$ cat src/core/aop_pkg.sv
// shared constants and types for the converter result port
package aop_pkg;
  localparam int CLK_PERIOD_NS = 10;
  // least internal serial clock period per divider code, in ns
  localparam int SCLK_P0_NS = 25;
  localparam int SCLK_P1_NS = 50;
  localparam int SCLK_P2_NS = 100;
  localparam int SCLK_P3_NS = 200;
  // least times round up to whole cycles
  localparam logic [4:0] SCLK_P0_CYC = 5'((SCLK_P0_NS + CLK_PERIOD_NS - 1) / CLK_PERIOD_NS);
  localparam logic [4:0] SCLK_P1_CYC = 5'((SCLK_P1_NS + CLK_PERIOD_NS - 1) / CLK_PERIOD_NS);
  localparam logic [4:0] SCLK_P2_CYC = 5'((SCLK_P2_NS + CLK_PERIOD_NS - 1) / CLK_PERIOD_NS);
  localparam logic [4:0] SCLK_P3_CYC = 5'((SCLK_P3_NS + CLK_PERIOD_NS - 1) / CLK_PERIOD_NS);
  // pin positions on the shared data bus
  localparam int PIN_DIV_LO  = 2;
  localparam int PIN_CLK_SRC = 4;
  localparam int PIN_FPOL    = 5;
  localparam int PIN_INV     = 6;
  localparam int PIN_RDMODE  = 7;
  localparam int PIN_SDO     = 8;
  localparam int PIN_SCLK    = 9;
  localparam int PIN_SYNC    = 10;
  // positions of the static pins in the synchroniser word
  localparam int SY_SER  = 16;
  localparam int SY_SWAP = 17;
  localparam int SY_OCF  = 18;
  localparam logic [3:0]  BIT_LAST   = 4'hf;
  localparam logic [1:0]  FIFO_DEPTH = 2'h2;
  localparam logic [15:0] OE_ALL     = 16'hffff;

  typedef enum logic [1:0] {
    ST_IDLE  = 2'b00,
    ST_SHIFT = 2'b01,
    ST_DONE  = 2'b11
  } aop_st_type;

  typedef struct packed {
    logic       ser;
    logic       swap;
    logic       ocf;
    logic       cs;
    logic       fpol;
    logic       inv;
    logic       rdc;
    logic [1:0] div;
  } aop_cfg_type;

  typedef struct packed {
    logic [18:0]      sync1;
    logic [18:0]      sync2;
    logic             sclk_d;
    logic [1:0][15:0] mem;
    logic             wp;
    logic             rp;
    logic [1:0]       cnt;
    logic             in_rdy;
    logic [15:0]      par_word;
    aop_st_type       st;
    logic [15:0]      shreg;
    logic [3:0]       bitcnt;
    logic [4:0]       divcnt;
    logic             sclk_int;
    logic [15:0]      d_out;
    logic [15:0]      d_oe;
  } aop_state_type;

  localparam aop_state_type RST_STATE = '0;
endpackage

$ cat src/core/aop_port.sv
// result port of the converter: parallel bus or serial port on shared pins
`timescale 1ns/1ps
module aop_port (
  // clock and reset
  input  wire logic        clk,
  input  wire logic        resetn,
  // static selection pins
  input  wire logic        port_type_select,
  input  wire logic        byte_order_select,
  input  wire logic        output_code_format,
  // results from the conversion engine
  input  wire logic [15:0] result,
  input  wire logic        result_valid,
  output logic             result_ready,
  input  wire logic        conv_busy,
  // shared data bus pins
  input  wire logic [15:0] d_in,
  output logic [15:0]      d_out,
  output logic [15:0]      d_oe
);
  aop_pkg::aop_state_type q;
  aop_pkg::aop_state_type next;
  aop_pkg::aop_cfg_type   cfg;
  logic [15:0]            head;
  logic [15:0]            fmt_head;
  logic [7:0]             head_lo;
  logic [7:0]             head_hi;
  logic [4:0]             per;
  logic [4:0]             low_len;
  logic                   master;
  logic                   push;
  logic                   pop;
  logic                   pop_par;
  logic                   start;
  logic                   shift_ev;
  logic                   slave_ev;
  logic                   sclk_s;

  always_comb begin
    cfg.ser  = q.sync2[aop_pkg::SY_SER];
    cfg.swap = q.sync2[aop_pkg::SY_SWAP];
    cfg.ocf  = q.sync2[aop_pkg::SY_OCF];
    cfg.cs   = q.sync2[aop_pkg::PIN_CLK_SRC];
    cfg.fpol = q.sync2[aop_pkg::PIN_FPOL];
    cfg.inv  = q.sync2[aop_pkg::PIN_INV];
    cfg.rdc  = q.sync2[aop_pkg::PIN_RDMODE];
    cfg.div  = (!cfg.cs && !cfg.rdc) ? q.sync2[aop_pkg::PIN_DIV_LO +: 2] : 2'h0;
  end

  assign master   = cfg.ser && !cfg.cs;
  assign head     = q.mem[q.rp];
  assign fmt_head = {head[15] ^ ~cfg.ocf, head[14:0]};
  assign head_lo  = fmt_head[7:0];
  assign head_hi  = fmt_head[15:8];
  assign sclk_s   = q.sync2[aop_pkg::PIN_SCLK];

  always_comb begin
    unique case (cfg.div)
      2'h0: per = aop_pkg::SCLK_P0_CYC;
      2'h1: per = aop_pkg::SCLK_P1_CYC;
      2'h2: per = aop_pkg::SCLK_P2_CYC;
      2'h3: per = aop_pkg::SCLK_P3_CYC;
    endcase
  end
  assign low_len = per - (per >> 1);

  // update edge of the host clock, swapped when inverted
  assign slave_ev = ((sclk_s ^ cfg.inv) && !(q.sclk_d ^ cfg.inv));
  assign shift_ev = (q.st == aop_pkg::ST_SHIFT) &&
                    (master ? (q.divcnt == per - 5'h1) : slave_ev);

  // as master, read mode decides when a frame may begin; as slave any buffered word starts one
  always_comb begin
    if (!cfg.ser || q.cnt == 2'h0 || q.st != aop_pkg::ST_IDLE) begin
      start = 1'b0;
    end else if (master) begin
      start = cfg.rdc ? conv_busy : !conv_busy;
    end else begin
      start = 1'b1;
    end
  end

  assign push    = result_valid && q.in_rdy;
  assign pop_par = !cfg.ser && (q.cnt != 2'h0);
  assign pop     = pop_par || start;

  always_comb begin
    next = q;
    // pins cross in through two flops before use
    next.sync1  = {output_code_format, byte_order_select, port_type_select, d_in};
    next.sync2  = q.sync1;
    next.sclk_d = sclk_s;

    // two-entry buffer: a stalled reader holds words, writer sees ready drop
    if (push) begin
      next.mem[q.wp] = result;
      next.wp        = ~q.wp;
    end
    if (pop) begin
      next.rp = ~q.rp;
    end
    next.cnt    = q.cnt + {1'b0, push} - {1'b0, pop};
    next.in_rdy = (next.cnt != aop_pkg::FIFO_DEPTH);

    if (pop_par) begin
      next.par_word = cfg.swap ? {head_lo, head_hi} : fmt_head;
    end

    unique case (q.st)
      aop_pkg::ST_IDLE: begin
        next.divcnt = 5'h0;
        if (start) begin
          next.shreg  = fmt_head;
          next.bitcnt = aop_pkg::BIT_LAST;
          next.st     = aop_pkg::ST_SHIFT;
        end
      end
      aop_pkg::ST_SHIFT: begin
        // internal clock: low phase then high phase per bit
        next.divcnt = (q.divcnt == per - 5'h1) ? 5'h0 : q.divcnt + 5'h1;
        // shift on the chosen clock edge
        if (shift_ev) begin
          if (q.bitcnt == 4'h0) begin
            next.st = aop_pkg::ST_DONE;
          end else begin
            next.shreg  = {q.shreg[14:0], 1'b0};
            next.bitcnt = q.bitcnt - 4'h1;
          end
        end
      end
      aop_pkg::ST_DONE: begin
        // one idle cycle keeps frames apart
        next.divcnt = 5'h0;
        next.st     = aop_pkg::ST_IDLE;
      end
    endcase
    next.sclk_int = master && (next.st == aop_pkg::ST_SHIFT) && (next.divcnt >= low_len);

    if (!cfg.ser) begin
      // parallel: every pin is a result bit
      next.d_out = q.par_word;
      next.d_oe  = aop_pkg::OE_ALL;
    end else begin
      // serial: bits 0-1 float, 2-7 become inputs
      next.d_out = 16'h0000;
      next.d_oe  = 16'h0000;
      next.d_out[aop_pkg::PIN_SDO]  = q.shreg[15];
      next.d_oe[aop_pkg::PIN_SDO]   = 1'b1;
      next.d_out[aop_pkg::PIN_SCLK] = q.sclk_int ^ cfg.inv;
      // clock pin driven only as master
      next.d_oe[aop_pkg::PIN_SCLK]  = master;
      next.d_out[aop_pkg::PIN_SYNC] = (q.st == aop_pkg::ST_SHIFT) ^ cfg.fpol;
      next.d_oe[aop_pkg::PIN_SYNC]  = 1'b1;
    end
  end

  always_ff @(posedge clk) begin
    if (!resetn) begin
      q <= aop_pkg::RST_STATE;
    end else begin
      q <= next;
    end
  end

  assign result_ready = q.in_rdy;
  assign d_out        = q.d_out;
  assign d_oe         = q.d_oe;

  a_swap_lanes: assert property (@(posedge clk) disable iff (!resetn)
    (pop_par && cfg.swap) |=> (q.par_word == {$past(head_lo), $past(head_hi)}))
    else $error("byte lanes not swapped");

  a_swap_straight: assert property (@(posedge clk) disable iff (!resetn)
    (pop_par && !cfg.swap) |=> (q.par_word == $past(fmt_head)))
    else $error("byte lanes moved without swap");

  a_code_msb: assert property (@(posedge clk) disable iff (!resetn)
    (pop_par && !cfg.swap) |=> (q.par_word[15] == ($past(head[15]) ^ !$past(cfg.ocf))))
    else $error("msb coding wrong");

  a_serial_low_hiz: assert property (@(posedge clk) disable iff (!resetn)
    cfg.ser |=> (d_oe[1:0] == 2'b00 && d_oe[7:2] == 6'h00))
    else $error("low bits driven in serial mode");

  // release edge still shows reset outputs, so wait for a sampled high reset
  a_parallel_all_out: assert property (@(posedge clk) disable iff (!resetn)
    (resetn && !cfg.ser) |=> (d_oe == aop_pkg::OE_ALL && d_out == $past(q.par_word)))
    else $error("parallel bus not fully driven");

  a_div_ignored: assert property (@(posedge clk) disable iff (!resetn)
    (cfg.ser && (cfg.cs || cfg.rdc)) |-> (per == aop_pkg::SCLK_P0_CYC))
    else $error("divider used outside read-after-convert");

  a_master_clk_oe: assert property (@(posedge clk) disable iff (!resetn)
    (cfg.ser && !cfg.cs) |=> d_oe[aop_pkg::PIN_SCLK])
    else $error("master clock not driven");

  a_slave_clk_hiz: assert property (@(posedge clk) disable iff (!resetn)
    (cfg.ser && cfg.cs) |=> !d_oe[aop_pkg::PIN_SCLK])
    else $error("slave drives clock pin");

  a_sync_idle_lvl: assert property (@(posedge clk) disable iff (!resetn)
    (cfg.ser && q.st == aop_pkg::ST_IDLE) |=> (d_out[aop_pkg::PIN_SYNC] == $past(cfg.fpol)))
    else $error("idle frame sync level wrong");

  a_msb_first: assert property (@(posedge clk) disable iff (!resetn)
    (q.st == aop_pkg::ST_IDLE && start) |=> (q.shreg == $past(fmt_head)) ##1
      (d_out[aop_pkg::PIN_SDO] == $past(q.shreg[15])))
    else $error("first bit is not the msb");

  a_read_during: assert property (@(posedge clk) disable iff (!resetn)
    (start && master) |-> (conv_busy == cfg.rdc))
    else $error("frame started in wrong read mode");

  a_bit_period: assert property (@(posedge clk) disable iff (!resetn)
    (q.st == aop_pkg::ST_SHIFT && master) |-> (q.divcnt < per))
    else $error("internal clock period exceeded");

  a_low_byte_keep: assert property (@(posedge clk) disable iff (!resetn)
    (pop_par && !cfg.swap) |=> (q.par_word[7:0] == $past(head[7:0])))
    else $error("low byte lane moved");

  a_code_swapped: assert property (@(posedge clk) disable iff (!resetn)
    (pop_par && cfg.swap) |=> (q.par_word[7] == ($past(head[15]) ^ !$past(cfg.ocf))))
    else $error("msb coding wrong in swapped lane");

  a_par_no_frame: assert property (@(posedge clk) disable iff (!resetn)
    !cfg.ser |-> !start)
    else $error("serial frame started in parallel mode");

  a_ser_no_par: assert property (@(posedge clk) disable iff (!resetn)
    cfg.ser |-> !pop_par)
    else $error("parallel pop in serial mode");

  a_div_follows: assert property (@(posedge clk) disable iff (!resetn)
    (cfg.ser && !cfg.cs && !cfg.rdc) |-> (cfg.div == q.sync2[aop_pkg::PIN_DIV_LO +: 2]))
    else $error("divider pins not used in read-after-convert");

  a_master_low_first: assert property (@(posedge clk) disable iff (!resetn)
    (start && master) |=> !q.sclk_int)
    else $error("internal clock not low at frame start");

  a_slave_no_clk: assert property (@(posedge clk) disable iff (!resetn)
    (cfg.ser && cfg.cs) |=> !q.sclk_int)
    else $error("internal clock runs as slave");

  a_slave_shift_edge: assert property (@(posedge clk) disable iff (!resetn)
    (q.st == aop_pkg::ST_SHIFT && cfg.ser && cfg.cs) |-> (shift_ev == slave_ev))
    else $error("slave shift off the host clock edge");

  a_sync_active_lvl: assert property (@(posedge clk) disable iff (!resetn)
    (cfg.ser && q.st == aop_pkg::ST_SHIFT) |=> (d_out[aop_pkg::PIN_SYNC] == !$past(cfg.fpol)))
    else $error("active frame sync level wrong");

  a_sync_driven: assert property (@(posedge clk) disable iff (!resetn)
    cfg.ser |=> d_oe[aop_pkg::PIN_SYNC])
    else $error("frame sync not driven");

  a_clk_sense: assert property (@(posedge clk) disable iff (!resetn)
    (cfg.ser && !cfg.cs) |=> (d_out[aop_pkg::PIN_SCLK] == ($past(q.sclk_int) ^ $past(cfg.inv))))
    else $error("clock sense wrong");

  a_sdo_driven: assert property (@(posedge clk) disable iff (!resetn)
    cfg.ser |=> (d_oe[aop_pkg::PIN_SDO] && d_out[aop_pkg::PIN_SDO] == $past(q.shreg[15])))
    else $error("serial data pin not fed by shift register");

  a_shift_left: assert property (@(posedge clk) disable iff (!resetn)
    (shift_ev && q.bitcnt != 4'h0) |=> (q.shreg == {$past(q.shreg[14:0]), 1'b0}))
    else $error("shift register not moving toward msb");

  a_frame_end: assert property (@(posedge clk) disable iff (!resetn)
    (shift_ev && q.bitcnt == 4'h0) |=> (q.st == aop_pkg::ST_DONE))
    else $error("frame not closed after last bit");

  a_frame_load: assert property (@(posedge clk) disable iff (!resetn)
    (q.st == aop_pkg::ST_IDLE && start) |=> (q.bitcnt == aop_pkg::BIT_LAST && q.st == aop_pkg::ST_SHIFT))
    else $error("frame not loaded with full bit count");

  a_clk_phase: assert property (@(posedge clk) disable iff (!resetn)
    (master && q.st == aop_pkg::ST_SHIFT) |-> (q.sclk_int == (q.divcnt >= low_len)))
    else $error("internal clock phase wrong");

endmodule // aop_port

$ cat config.mk
export PLATFORM = sky130hd
export DESIGN_NAME = aop_port
export DESIGN_NICKNAME = d
export VERILOG_FILES = /design/src/core/aop_pkg.sv /design/src/core/aop_port.sv
export SDC_FILE = /design/constraint.sdc
export NUM_CORES = 1
export LEC_CHECK = 0
export BUFFER_PORTS_ARGS = -buffer_cell sky130_fd_sc_hd__buf_2
export CORE_MARGIN = 5
export CORE_UTILIZATION = 57
export DETAILED_ROUTE_END_ITERATION = 8
export HOLD_SLACK_MARGIN = 0.02
export PLACE_DENSITY = 0.79
export SYNTH_ARGS = -nofsm -noshare
export SYNTH_HDL_FRONTEND = slang
export SYNTH_SLANG_ARGS = --single-unit
$ cat constraint.sdc
create_clock -name clk -period 7.82 [get_ports clk]
set_input_delay 1.173 -clock clk [delete_from_list [all_inputs] [get_ports clk]]
set_output_delay 1.173 -clock clk [all_outputs]
set_load 0.01 [all_outputs]
== Yosys cells after proc, flatten, opt, wreduce, memory -nomap -nowiden ==
Cells that the tools add are included.
Widths: inputs -> output; s select.
Storage, ports and cells
  register bits after elaboration: 152
  input port bits: 39
  output and inout port bits: 33
  logic and storage cells: 96
Operators by class
  add/sub/neg operators: 6
  $lt $le $gt $ge: 4
  eq/ne operators: 11
  mux-type cells: 21
  bitwise logic cells: 9
  reduce and logical (&&, ||, !) cells: 27
Operator list (count)
  $mux 16: 4
  $mux 22: 2
  $pmux 20 s2: 1
  $bwmux 32: 1
  $mux 27: 1
  $mux 20: 1
  $pmux 5 s4: 1
  $demux 16 s1: 1
  $pmux 5 s2: 1
  $logic_and 1x1->1: 9
  $ne 2x2->1 const B: 4
  $eq 2x1->1 const B: 3
  $eq 2x2->1 const B: 3
  $logic_not 2->1: 3
  $pmux 2 s3: 1
  $reduce_bool 2->1: 3
  $add 5x1->5 const B: 1
  $eq 5x5->1: 1
  $ge 5x5->1: 1
  $logic_not 1->1: 5
  $mux 5: 1
  $sub 5x1->5 const B: 1
  $sub 5x4->5: 1
  $xor 1x1->1: 5
  other kinds (12): 23

== Logic depth before layout (Yosys ltp) ==
Gate-level depths: netlist of the first run.
  depth in word-level cells: 14
  depth in mapped cells: 16
  mapped depth without buffers: 16

== Worst setup path after synthesis of the first run ==
Ideal clock, no wire load.
  path kind: register to register
  start: register q, in the netlist cfg[5]
  end: register q[32] in the netlist's numbering
  setup time: 116 ps
  data arrival time: 2662 ps
  required time: 7704 ps
  path slack: 5043 ps
  cell stages (with the launch flop): 16
  path buffers: 0
  clock period less this slack: 2777 ps
  path through: dfxtp_1 nor2_1 and2_1 ha_1 xor2_1 nor4_4 nand3_1 nand2_1 or2_2 ha_1 nand2b_1 a21oi_1 nor2b_1 o21ai_0 a21oi_1 and3_1
On the way
  word-level cells in the longest chain between the ends: 14
  elaborated cells on any way between the ends: 25
  those cells by class: add/sub (2); order compare (1); eq/ne (5); mux (10); reduce/logical (7)
Ends and longest elaborated chain
  start: declaration: RTL line aop_port.sv:21  | aop_pkg::aop_state_type q;
  start signal: assignment: RTL line aop_port.sv:159  | q <= aop_pkg::RST_STATE;
  start signal: assignment: RTL line aop_port.sv:161  | q <= next;
  $logic_not 1->1 *: RTL line aop_port.sv:47, aop_port.sv:50
  branches (longest 12 deep; another with $sub 5x1->5)
  $logic_and 1x1->1 *: RTL line aop_port.sv:137  | next.sclk_int = master && (next.st == aop_pkg::ST_SHIFT) && (next.divcnt >= low_len);
Every way passes the cells marked *. The select of a mux whose other input is x is not followed.
A chain may end at the register's enable or synchronous reset.

== Worst setup path after layout of the first run ==
Ends and elaborated chain as after synthesis.

==> metrics.yaml, run 1 <==
detailed_routing:
  drc: 0
  wl_per_cell_um: 14.1
  drtAntennaViolNets: 0
  dr_wl_met3_um: 603
  firstDrtPassIters: 4
  routed_via_density: 5.38
  highest_layer: "met4"
  drt_iter0_drc: 299
  met1_length_um: 4610
  vias: 3820
  route.met2.wl_um: 4670
  routed_wl_um: 10000
cells_and_area:
  antenna_cells: 0
  syn_to_final_growth_pct: 12.8
  fin_nets: 646
  post-route-util: 0.663
  drive_gt1_frac: 0.188
placement:
  dp_slack_ns: 4.64
  hpwl_um: 6820
  port_buffers: 62
  gp_congestion: 0.832
die:
  io_pins: 72
  die_height_um: 105
  die_w_um: 105
  dieArea_mm2: 0.0110
  placementRows: 34
  core_mm2: 0.00876
  start_util: 0.588
setup_path:
  reg2regPathDepth: 15
  worst-path-buf-inv: 0
  critPathMaxStageDelay_ns: 0.44
  timing.rr.start: "cfg[5]"
  timing.rr.end: "q[32]"
  r2r_setup_slack_ns: 4.64
  required_ns: 8.23
  worst_path_max_delay_cell: "dfxtp_1"
  critPathLaunchType: "flip-flop"
  crit_chain: "nor2_1 > and2_1 > ha_1 > xor2_1 > nor4_4 > nand3_1 > nand2_1 > or2_2 > ha_1 > nand2b_1 > a21oi_1 > nor2b_1 > o21ai_0 > a21oi_1 > and3_1"
  end_kind: "flip-flop"
  critPathTopFamily: "simple AND/OR/NAND/NOR gates"
  cp.arrival_ns: 3.59
  worst-setup-path-type: "reg -> reg"
  worstPathMaxFanout: 6
timing:
  setup_tns_ns: 0
  period_share: 0.407
  clock_skew_ns: 0.00732
  hold_violations: 0
  max_slew_margin: 0.176
  setup_viol: 0
  post-route-min-period_ns: 3.18
  grt_setup_unrepaired: "no"
  worstMarginPinSlew_ns: 1.23
  fin_ws_ns: 4.64
  holdWs_ns: 0.431
  clock.fmax_mhz: 314
  finalMaxSlewViolations: 0
clocking:
  cts_tree: "yes"
  path_clk_slew_ns: 0.06
  cts_hold_buf: 0
  htree_num_levels: 4
  clock-sinks: 121
  numCtsBuffers: 17
  postCtsResizedCells: 0
  clockBufferDepth: 2
  cts_root_buffer: "clkbuf_8"
  post_cts_buffers: 0
  clkLatencyLatePin_ns: 0.51
global_routing:
  grt_max_degree: 53
  grt_pass1_wl_um: 17000
  gr-total-overflow: 0
  antenna_found_initial: 0
  grt_pass1_vias: 3706
  grt.total_usage: 0.186
synth:
  synth-seq-cells: 121
  yosys.area.top_type: "dfxtp_1"
  ys_types: 48
  synthFlopType: "dfxtp_1"
  synth_area_mm2: 0.00515
  yosys.cell_count.top_type: "dfxtp_1"
  ys_warn_count: 0
  syn_avg_cell_area_um2: 9.06
  ys_top_cells_by_area: "dfxtp_1, a21oi_1, nand2_1"
  synthArstFlopShare: 0
  synth_nets: 626
  yosysSeqAreaShare: 0.470
  synth_top_area_frac: 0.470
  netlist_instances: 569
  synth_commonest_cells: "dfxtp_1, nand2_1, a21oi_1"
  synth-edff-count: 0
status:
  status: "completed"
hold_path:
  hold_depth: 1
  holdCritPathClass: "reg -> reg"
  hp-start: "next[121]"
  holdPathEnd: "cfg[2]"
pwr:
  static-leakage-power_nw: 2.39
  powerDensity_mw_per_mm2: 302
  design_power_total_w: 0.00176
  peakVddDrop_mv: 0.170
flow_run:
  drv_cap: 0
[through the flow]
stage          instance area (um2)  instances
3_5_place_dp                  5220        678
6_report                      5810        710
5_1_grt                       5810        710
4_1_cts                       5810        710
2_1_floorplan                 5150        569
3_3_place_gp                  5220        678
[worst register-to-register path: stages (launching register included)]
cell and delay, ns:
dfxtp_1 0.44, nor2_1 0.08, and2_1 0.22, ha_1 0.33, xor2_1 0.20, nor4_4 0.35
nand3_1 0.14, nand2_1 0.18, or2_2 0.14, ha_1 0.22, nand2b_1 0.14, a21oi_1 0.16
nor2b_1 0.06, o21ai_0 0.16, a21oi_1 0.09, and3_1 0.17
[area by class of cell]
type | count | area, um2
inverters | 14 | 52.6
fillers | 688 | 2950
flip-flops and latches | 121 | 2420
well taps | 108 | 135
clock buffers | 18 | 418
multi-input cells | 371 | 2290
repair buffers | 64 | 325
clock inverters | 14 | 174
[how the worst max path moves through the flow]
stage	startpoint	endpoint	slack, ns	cells after the start
finish	cfg[5]	q[32]	4.64	15
global route	cfg[5]	q[32]	4.37	15
CTS	cfg[5]	q[32]	4.60	15
global placement	cfg[5]	q[32]	4.72	15
floorplan	cfg[5]	q[32]	5.04	15
detailed placement	cfg[5]	q[32]	4.64	15
[metal layers]
metal / vias to the layer above / GRT usage
li1: 1934 / -
met1: 1768 / 0.240
met2: 102 / 0.300
met3: 16 / 0.0425
met4: 0 / 0.0804
met5: - / 0
[where the power goes]
group          switching, W  internal (W)
Sequential        0.0000501      0.000671
Combinational      0.000155      0.000109
Clock              0.000285      0.000487
Total              0.000489       0.00127
[placed cells by master, fill, tap and decap left out, types with 16 or more instances in the layout]
cell	instances
dfxtp_1	121
a21oi_1	72
and2_1	36
nor2_1	53
a211oi_1	17
mux2i_1	16
ha_1	18
buf_2	62
nand2_1	73
clkbuf_16	16
[sequential cells by signal (all words and copies together), names as in the netlist]
register      flops
cfg               7
d_oe              3
d_out            16
next             11
q                83
result_ready      1
[cells by family (layout without fill, tap and decap cells)]
group | Yosys count | after routing | synth area share
simple gates | 198 | 198 | 0.185
compound gates | 123 | 123 | 0.156
flops | 121 | 121 | 0.470
buf+inv | 77 | 110 | 0.0869
fa+ha+maj | 18 | 18 | 0.0437
mux | 17 | 17 | 0.0333
xor+xnor | 15 | 15 | 0.0255
Power figures use the tool's default switching activity.
==> run 2: changes to the inputs <==
--- a/config.mk
+++ b/config.mk
@@ -5,6 +5,7 @@
 export SDC_FILE = /design/constraint.sdc
 export NUM_CORES = 1
 export LEC_CHECK = 0
+export ABC_AREA = 1
 export BUFFER_PORTS_ARGS = -buffer_cell sky130_fd_sc_hd__buf_2
 export CORE_MARGIN = 5
 export CORE_UTILIZATION = 57
==> constraint.sdc (replaced) <==
create_clock -name clk -period 3 [get_ports clk]
set_input_delay 0.45 -clock clk [delete_from_list [all_inputs] [get_ports clk]]
set_output_delay 0.45 -clock clk [all_outputs]
set_load 0.01 [all_outputs]
==> run 2 against run 1 <==
Compared with the run above:
- critical path depth grew 2
- clock skew fell by 0.0013 ns
- hold slack worse by 0.32 ns
- power rose to 3.0 times the previous value
- synthesized cell count rose by 38%
- global-route usage grew 2.4 points
- clock power rose by 140%
- via count grew 23%
- core utilization shrank 1.7 points
- setup slack got worse by 4.3 ns
- first-iteration DRC count is 2.3% higher
- sequential share of layout area down 3.3 points
- critical path type unchanged
- critical endpoint unchanged
- largest cell class unchanged
- largest power group is now sequential cells
- highest routed layer unchanged
==> metrics.yaml, run 2 <==
placement:
  hpwl_um: 7960  # +17%
  gp_congestion: 0.846  # +1.7%
  dp_slack_ns: 0.192  # -4.45 ns
  post_dp_cell_area_mm2: 0.00576  # +10%
  port_buffers: 62  # unchanged
synth:
  synth_top_area_frac: 0.424  # -0.0458
  synth-seq-cells: 121  # unchanged
  synth_area_mm2: 0.00571  # +11%
  yosysSeqAreaShare: 0.424  # -0.0458
  synthArstFlopShare: 0  # unchanged
  ys_types: 36  # -25%
  yosys.cell_count.top_type: "nand2_1"
  synthFlopType: "dfxtp_1"
  netlist_instances: 786  # +38%
  ys_warn_count: 0  # unchanged
  yosys.area.top_type: "dfxtp_1"
  synth-edff-count: 0  # unchanged
  syn_avg_cell_area_um2: 7.26  # -20%
  synth_commonest_cells: "nand2_1, dfxtp_1, nor2_1"
  ys_top_cells_by_area: "dfxtp_1, nand2_1, nor2_1"
  synth_nets: 843  # +35%
die:
  io_pins: 72  # unchanged
  die_height_um: 110  # +4.8%
  start_util: 0.584  # -0.00398
  core_mm2: 0.00977  # +12%
  placementRows: 36  # +5.9%
  dieArea_mm2: 0.0121  # +9.7%
  die_w_um: 110  # +4.8%
cells_and_area:
  syn_to_final_growth_pct: 10.6
  top_register: "q"
  multiInputGateArea_mm2: 0.00237  # +3.7%
  post-route-util: 0.646  # -0.0173
  fin_nets: 860  # +33%
  antenna_cells: 0  # unchanged
  ff_latch_area_mm2: 0.00242  # unchanged
  final_common_cell: "nand2_1"
  fill_cells: 804  # +17%
  mostFrequentLayoutCells: "nand2_1, dfxtp_1, inv_1, nor2_1, buf_2"
  fin_area_mm2: 0.00631  # +8.6%
  drive_gt1_frac: 0.147  # -0.0405
  largest_reg_flops: 83  # unchanged
clocking:
  numCtsBuffers: 17  # unchanged
  clkLatencyLatePin_ns: 0.52  # about the same
  clock-sinks: 121  # unchanged
  post_cts_buffers: 0  # unchanged
  cts_tree: "yes"
  clockBufferDepth: 2  # unchanged
  cts_hold_buf: 0  # unchanged
  htree_num_levels: 4  # unchanged
  cts_root_buffer: "clkbuf_8"
  postCtsResizedCells: 0  # unchanged
  path_clk_slew_ns: 0.05  # about the same
timing:
  setup_viol: 0  # unchanged
  clock_skew_ns: 0.00607  # -0.00126 ns
  worstMarginPinSlew_ns: 0.851  # -0.383 ns
  max_slew_margin: 0.433  # +0.256
  grt_setup_unrepaired: "no"
  period_share: 0.898  # +0.491
  hold_violations: 0  # unchanged
  post-route-min-period_ns: 2.69  # -0.486 ns
  finalMaxSlewViolations: 0  # unchanged
  clock.fmax_mhz: 371  # +18%
  fin_ws_ns: 0.306  # -4.33 ns
  setup_tns_ns: 0  # unchanged
global_routing:
  grt_busiest_layer: "met2"
  grt.total_usage: 0.210  # +0.0241
  grt_use_met3: 0.0542  # +0.0116
  grt_max_degree: 96  # +81%
  grt_pass1_wl_um: 19900  # +17%
  grt_pass1_vias: 4388  # +18%
  gr-total-overflow: 0  # unchanged
  grt_use_met2: 0.356  # +0.0558
  antenna_found_initial: 0  # unchanged
  use_met1: 0.256  # +0.0165
hold_path:
  holdCritPathClass: "in -> reg"
setup_path:
  worst-setup-path-type: "reg -> reg"
  required_ns: 3.46  # -4.77 ns
  critPathLaunchType: "flip-flop"
  r2r_setup_slack_ns: 0.31  # -4.33 ns
  cp.arrival_ns: 3.15  # -0.44 ns
  end_kind: "flip-flop"
  worstPathMaxFanout: 7  # +1
detailed_routing:
  wl_per_cell_um: 12.8  # -9.8%
  firstDrtPassIters: 5  # +1
  drc: 0  # unchanged
  routed_wl_um: 12100  # +21%
  drt_iter0_drc: 306  # +2.3%
  drtAntennaViolNets: 0  # unchanged
  vias: 4715  # +23%
  routed_via_density: 4.97  # -7.6%
flow_run:
  drv_cap: 0  # unchanged
status:
  status: "completed"
pwr:
  design_power_total_w: 0.00534  # +200%
  static-leakage-power_nw: 3.22  # +35%
  peakVddDrop_mv: 0.591  # +250%
  powerDensity_mw_per_mm2: 846  # +180%
-- run 2: final cells by class --
class / instances / area share
Timing Repair Buffer: 67 / 0.0551
Sequential cell: 121 / 0.384
Tap cell: 133 / 0.0264
Clock buffer: 23 / 0.0723
Multi-Input combinational cell: 476 / 0.375
Clock inverter: 8 / 0.0153
Inverter: 120 / 0.0721
-- run 2: per-layer routing --
layer / vias up / wire [um]
met5: - / 0
met4: 0 / 253
met3: 26 / 813
met2: 150 / 5950
met1: 2117 / 5080
li1: 2422 / -
-- run 2: cells by family after synthesis --
family | count (synthesis) | synth area share
xor+xnor | 11 | 0.0169
flops | 121 | 0.424
fa+ha+maj | 18 | 0.0395
buf+inv | 189 | 0.161
compound gates | 92 | 0.0892
simple gates | 355 | 0.269
-- run 2: critical path, cell delays in order (launching register included) --
cell,delay (ns)
dfxtp_1,0.39
inv_2,0.07
nand3_2,0.10
inv_1,0.09
ha_1,0.31
inv_1,0.06
nand2_1,0.05
nand2_1,0.08
nor2_4,0.12
nand3_2,0.11
nand2_2,0.13
or2_1,0.15
inv_1,0.06
ha_1,0.29
nand2_1,0.07
o311ai_1,0.30
nand4_1,0.12
nor2_1,0.11
-- run 2: report_power, final --
part	internal, W	leakage (nW)	switching [W]
Clock	0.00121	0.272	0.000680
Combinational	0.000456	1.96	0.000898
Sequential	0.00193	0.993	0.000164
Total	0.00360	3.22	0.00174
-- run 2: through the flow --
stage	cells	hold slack [ns]
3_3_place_gp	917	0.400
3_5_place_dp	917	0.403
2_1_floorplan	786	0.390
4_1_cts	948	0.0943
5_1_grt	948	0.0982
6_report	948	0.106
-- run 2: final timing paths --
| kind | start | endpoint | depth (start not counted) |
|---|---|---|---|
| setup / recovery | cfg[5] | q[32] | 17 |
| hold / removal | d_in[5] | next[119] | 3 |
| setup reg to reg | cfg[5] | q[32] | 17 |
| hold reg to reg | next[132] | cfg[6] | 2 |
==> run 3: changes to the inputs <==
--- a/config.mk
+++ b/config.mk
@@ -6,8 +6,8 @@
 export NUM_CORES = 1
 export LEC_CHECK = 0
 export ABC_AREA = 1
-export BUFFER_PORTS_ARGS = -buffer_cell sky130_fd_sc_hd__buf_2
-export CORE_MARGIN = 5
+export BUFFER_PORTS_ARGS = -buffer_cell sky130_fd_sc_hd__buf_4
+export CORE_MARGIN = 2
 export CORE_UTILIZATION = 57
 export DETAILED_ROUTE_END_ITERATION = 8
 export HOLD_SLACK_MARGIN = 0.02
==> run 3 against run 2 <==
Compared with the run above:
- global-route usage grew 1.8 points
- cell count grew 0.11%
- clock skew grew 0.0011 ns
- largest cell class unchanged
==> metrics.yaml, run 3 (same netlist as run 2, synthesis figures left out) <==
pwr:
  static-leakage-power_nw: 3.30  # +2.4%
  powerDensity_mw_per_mm2: 861  # +1.7%
  peakVddDrop_mv: 0.527  # -11%
cells_and_area:
  syn_to_final_growth_pct: 14.9
  multiInputGateArea_mm2: 0.00237  # unchanged
  drive_gt1_frac: 0.150  # +0.00227
  ff_latch_area_mm2: 0.00242  # unchanged
  mostFrequentLayoutCells: "nand2_1, dfxtp_1, inv_1, nor2_1, buf_4"
  largest_reg_flops: 83  # unchanged
  fin_nets: 860  # unchanged
  top_register: "q"
  final_common_cell: "nand2_1"
  antenna_cells: 0  # unchanged
  fill_cells: 821  # +2.1%
die:
  die_w_um: 104  # -5.5%
  dieArea_mm2: 0.0108  # -11%
  core_mm2: 0.00973  # -0.46%
  start_util: 0.587  # +0.00270
  placementRows: 36  # unchanged
  io_pins: 72  # unchanged
  die_height_um: 104  # -5.5%
setup_path:
  crit_chain: "inv_2 > nand3_2 > inv_1 > ha_1 > inv_1 > nand2_1 > nand2_1 > nor2_4 > nand3_2 > nand2_2 > or2_1 > inv_1 > ha_1 > nand2_1 > o311ai_1 > nand4_1 > nor2_1"
  worstPathMaxFanout: 7  # unchanged
  critPathTopFamily: "simple AND/OR/NAND/NOR gates"
  worst-path-buf-inv: 4  # unchanged
  timing.rr.start: "cfg[5]"
  critPathMaxStageDelay_ns: 0.41  # +0.02 ns
  worst-setup-path-type: "reg -> reg"
  end_kind: "flip-flop"
  worst_path_max_delay_cell: "dfxtp_1"
  cp.arrival_ns: 3.20  # +0.05 ns
  critPathLaunchType: "flip-flop"
  worstSetupStartpoint: "cfg[5]"
  required_ns: 3.45  # about the same
clocking:
  cts_root_buffer: "clkbuf_8"
  htree_num_levels: 4  # unchanged
  clock-sinks: 121  # unchanged
  post_cts_buffers: 0  # unchanged
  clockBufferDepth: 2  # unchanged
  path_clk_slew_ns: 0.05  # about the same
  cts_tree: "yes"
  clkLatencyLatePin_ns: 0.52  # about the same
  cts_hold_buf: 0  # unchanged
  postCtsResizedCells: 0  # unchanged
  numCtsBuffers: 17  # unchanged
timing:
  clock_skew_ns: 0.00714  # +0.00107 ns
  fin_ws_ns: 0.256  # -0.0497 ns
  max_slew_margin: 0.472  # +0.0390
  grt_setup_unrepaired: "no"
  clock.fmax_mhz: 364  # -1.8%
  setup_viol: 0  # unchanged
  setup_tns_ns: 0  # unchanged
  finalMaxSlewViolations: 0  # unchanged
  post-route-min-period_ns: 2.74  # +0.0497 ns
  hold_violations: 0  # unchanged
  worstMarginPinSlew_ns: 0.790  # -0.0607 ns
  period_share: 0.915  # +0.0166
  holdWs_ns: 0.115  # +0.00880 ns
global_routing:
  antenna_found_initial: 0  # unchanged
  grt_max_degree: 51  # -47%
  grt_pass1_vias: 4422  # +0.77%
  grt_pass1_wl_um: 20100  # +1.1%
  grt.total_usage: 0.228  # +0.0177
  gr-total-overflow: 0  # unchanged
placement:
  gp_congestion: 0.862  # +1.8%
  port_buffers: 62  # unchanged
  hpwl_um: 7700  # -3.3%
  dp_slack_ns: 0.218  # +0.0263 ns
detailed_routing:
  drtAntennaViolNets: 0  # unchanged
  drc: 0  # unchanged
  routed_via_density: 5.00  # +0.61%
  routed_wl_um: 11800  # -2.3%
  firstDrtPassIters: 5  # unchanged
  vias: 4749  # +0.72%
  wl_per_cell_um: 12.4  # -2.4%
  drt_iter0_drc: 369  # +21%
hold_path:
  hp-start: "output_code_format"
  holdCritPathClass: "in -> reg"
status:
  status: "completed"
flow_run:
  drv_cap: 0  # unchanged
run 3: final timing paths:
kind / endpoint / slack [ns] / cells after the start
hold reg to reg: cfg[6] / 0.41 / 2
setup reg to reg: q[32] / 0.26 / 17
setup / recovery: q[32] / 0.26 / 17
hold / removal: next[132] / 0.12 / 3
run 3: per-layer routing:
layer  routed length, um  part of all wire  global-route usage  up-vias
met1                5160              0.44               0.289     2129
li1                    -                 -                   -     2434
met2                5750              0.49               0.383      161
met4                 219             0.019              0.0869        0
met3                 684             0.058              0.0470       25
met5                   0                 0                   0        -
run 3: metrics by stage:
stage	power, W	instance area (um2)	utilization	cells
after floorplan	0.00319	5710	-	786
after global placement	0.00342	5910	0.608	917
after CTS	0.00566	6560	0.674	949
final	0.00564	6560	0.674	949
after global routing	0.00598	6560	0.674	949
after detailed placement	0.00348	5910	0.608	917
run 3: layout make-up:
cell class,instances,share of cell area
Inverter,120,0.0695
Multi-Input combinational cell,476,0.361
Timing Repair Buffer,67,0.0767
Tap cell,133,0.0254
Sequential cell,121,0.369
Clock buffer,26,0.0775
Clock inverter,6,0.0202
run 3: worst min-delay path, stage by stage:
cell and delay [ns]:
buf_4 0.08, nand2_1 0.04, inv_1 0.04
run 3: report_power, final:
part / leakage (nW) / internal, W / switching [W] / total [W]
sequential: 0.993 / 0.00193 / 0.000164 / 0.00209
combinational: 2.00 / 0.000498 / 0.000891 / 0.00139
clock: 0.312 / 0.00148 / 0.000679 / 0.00216
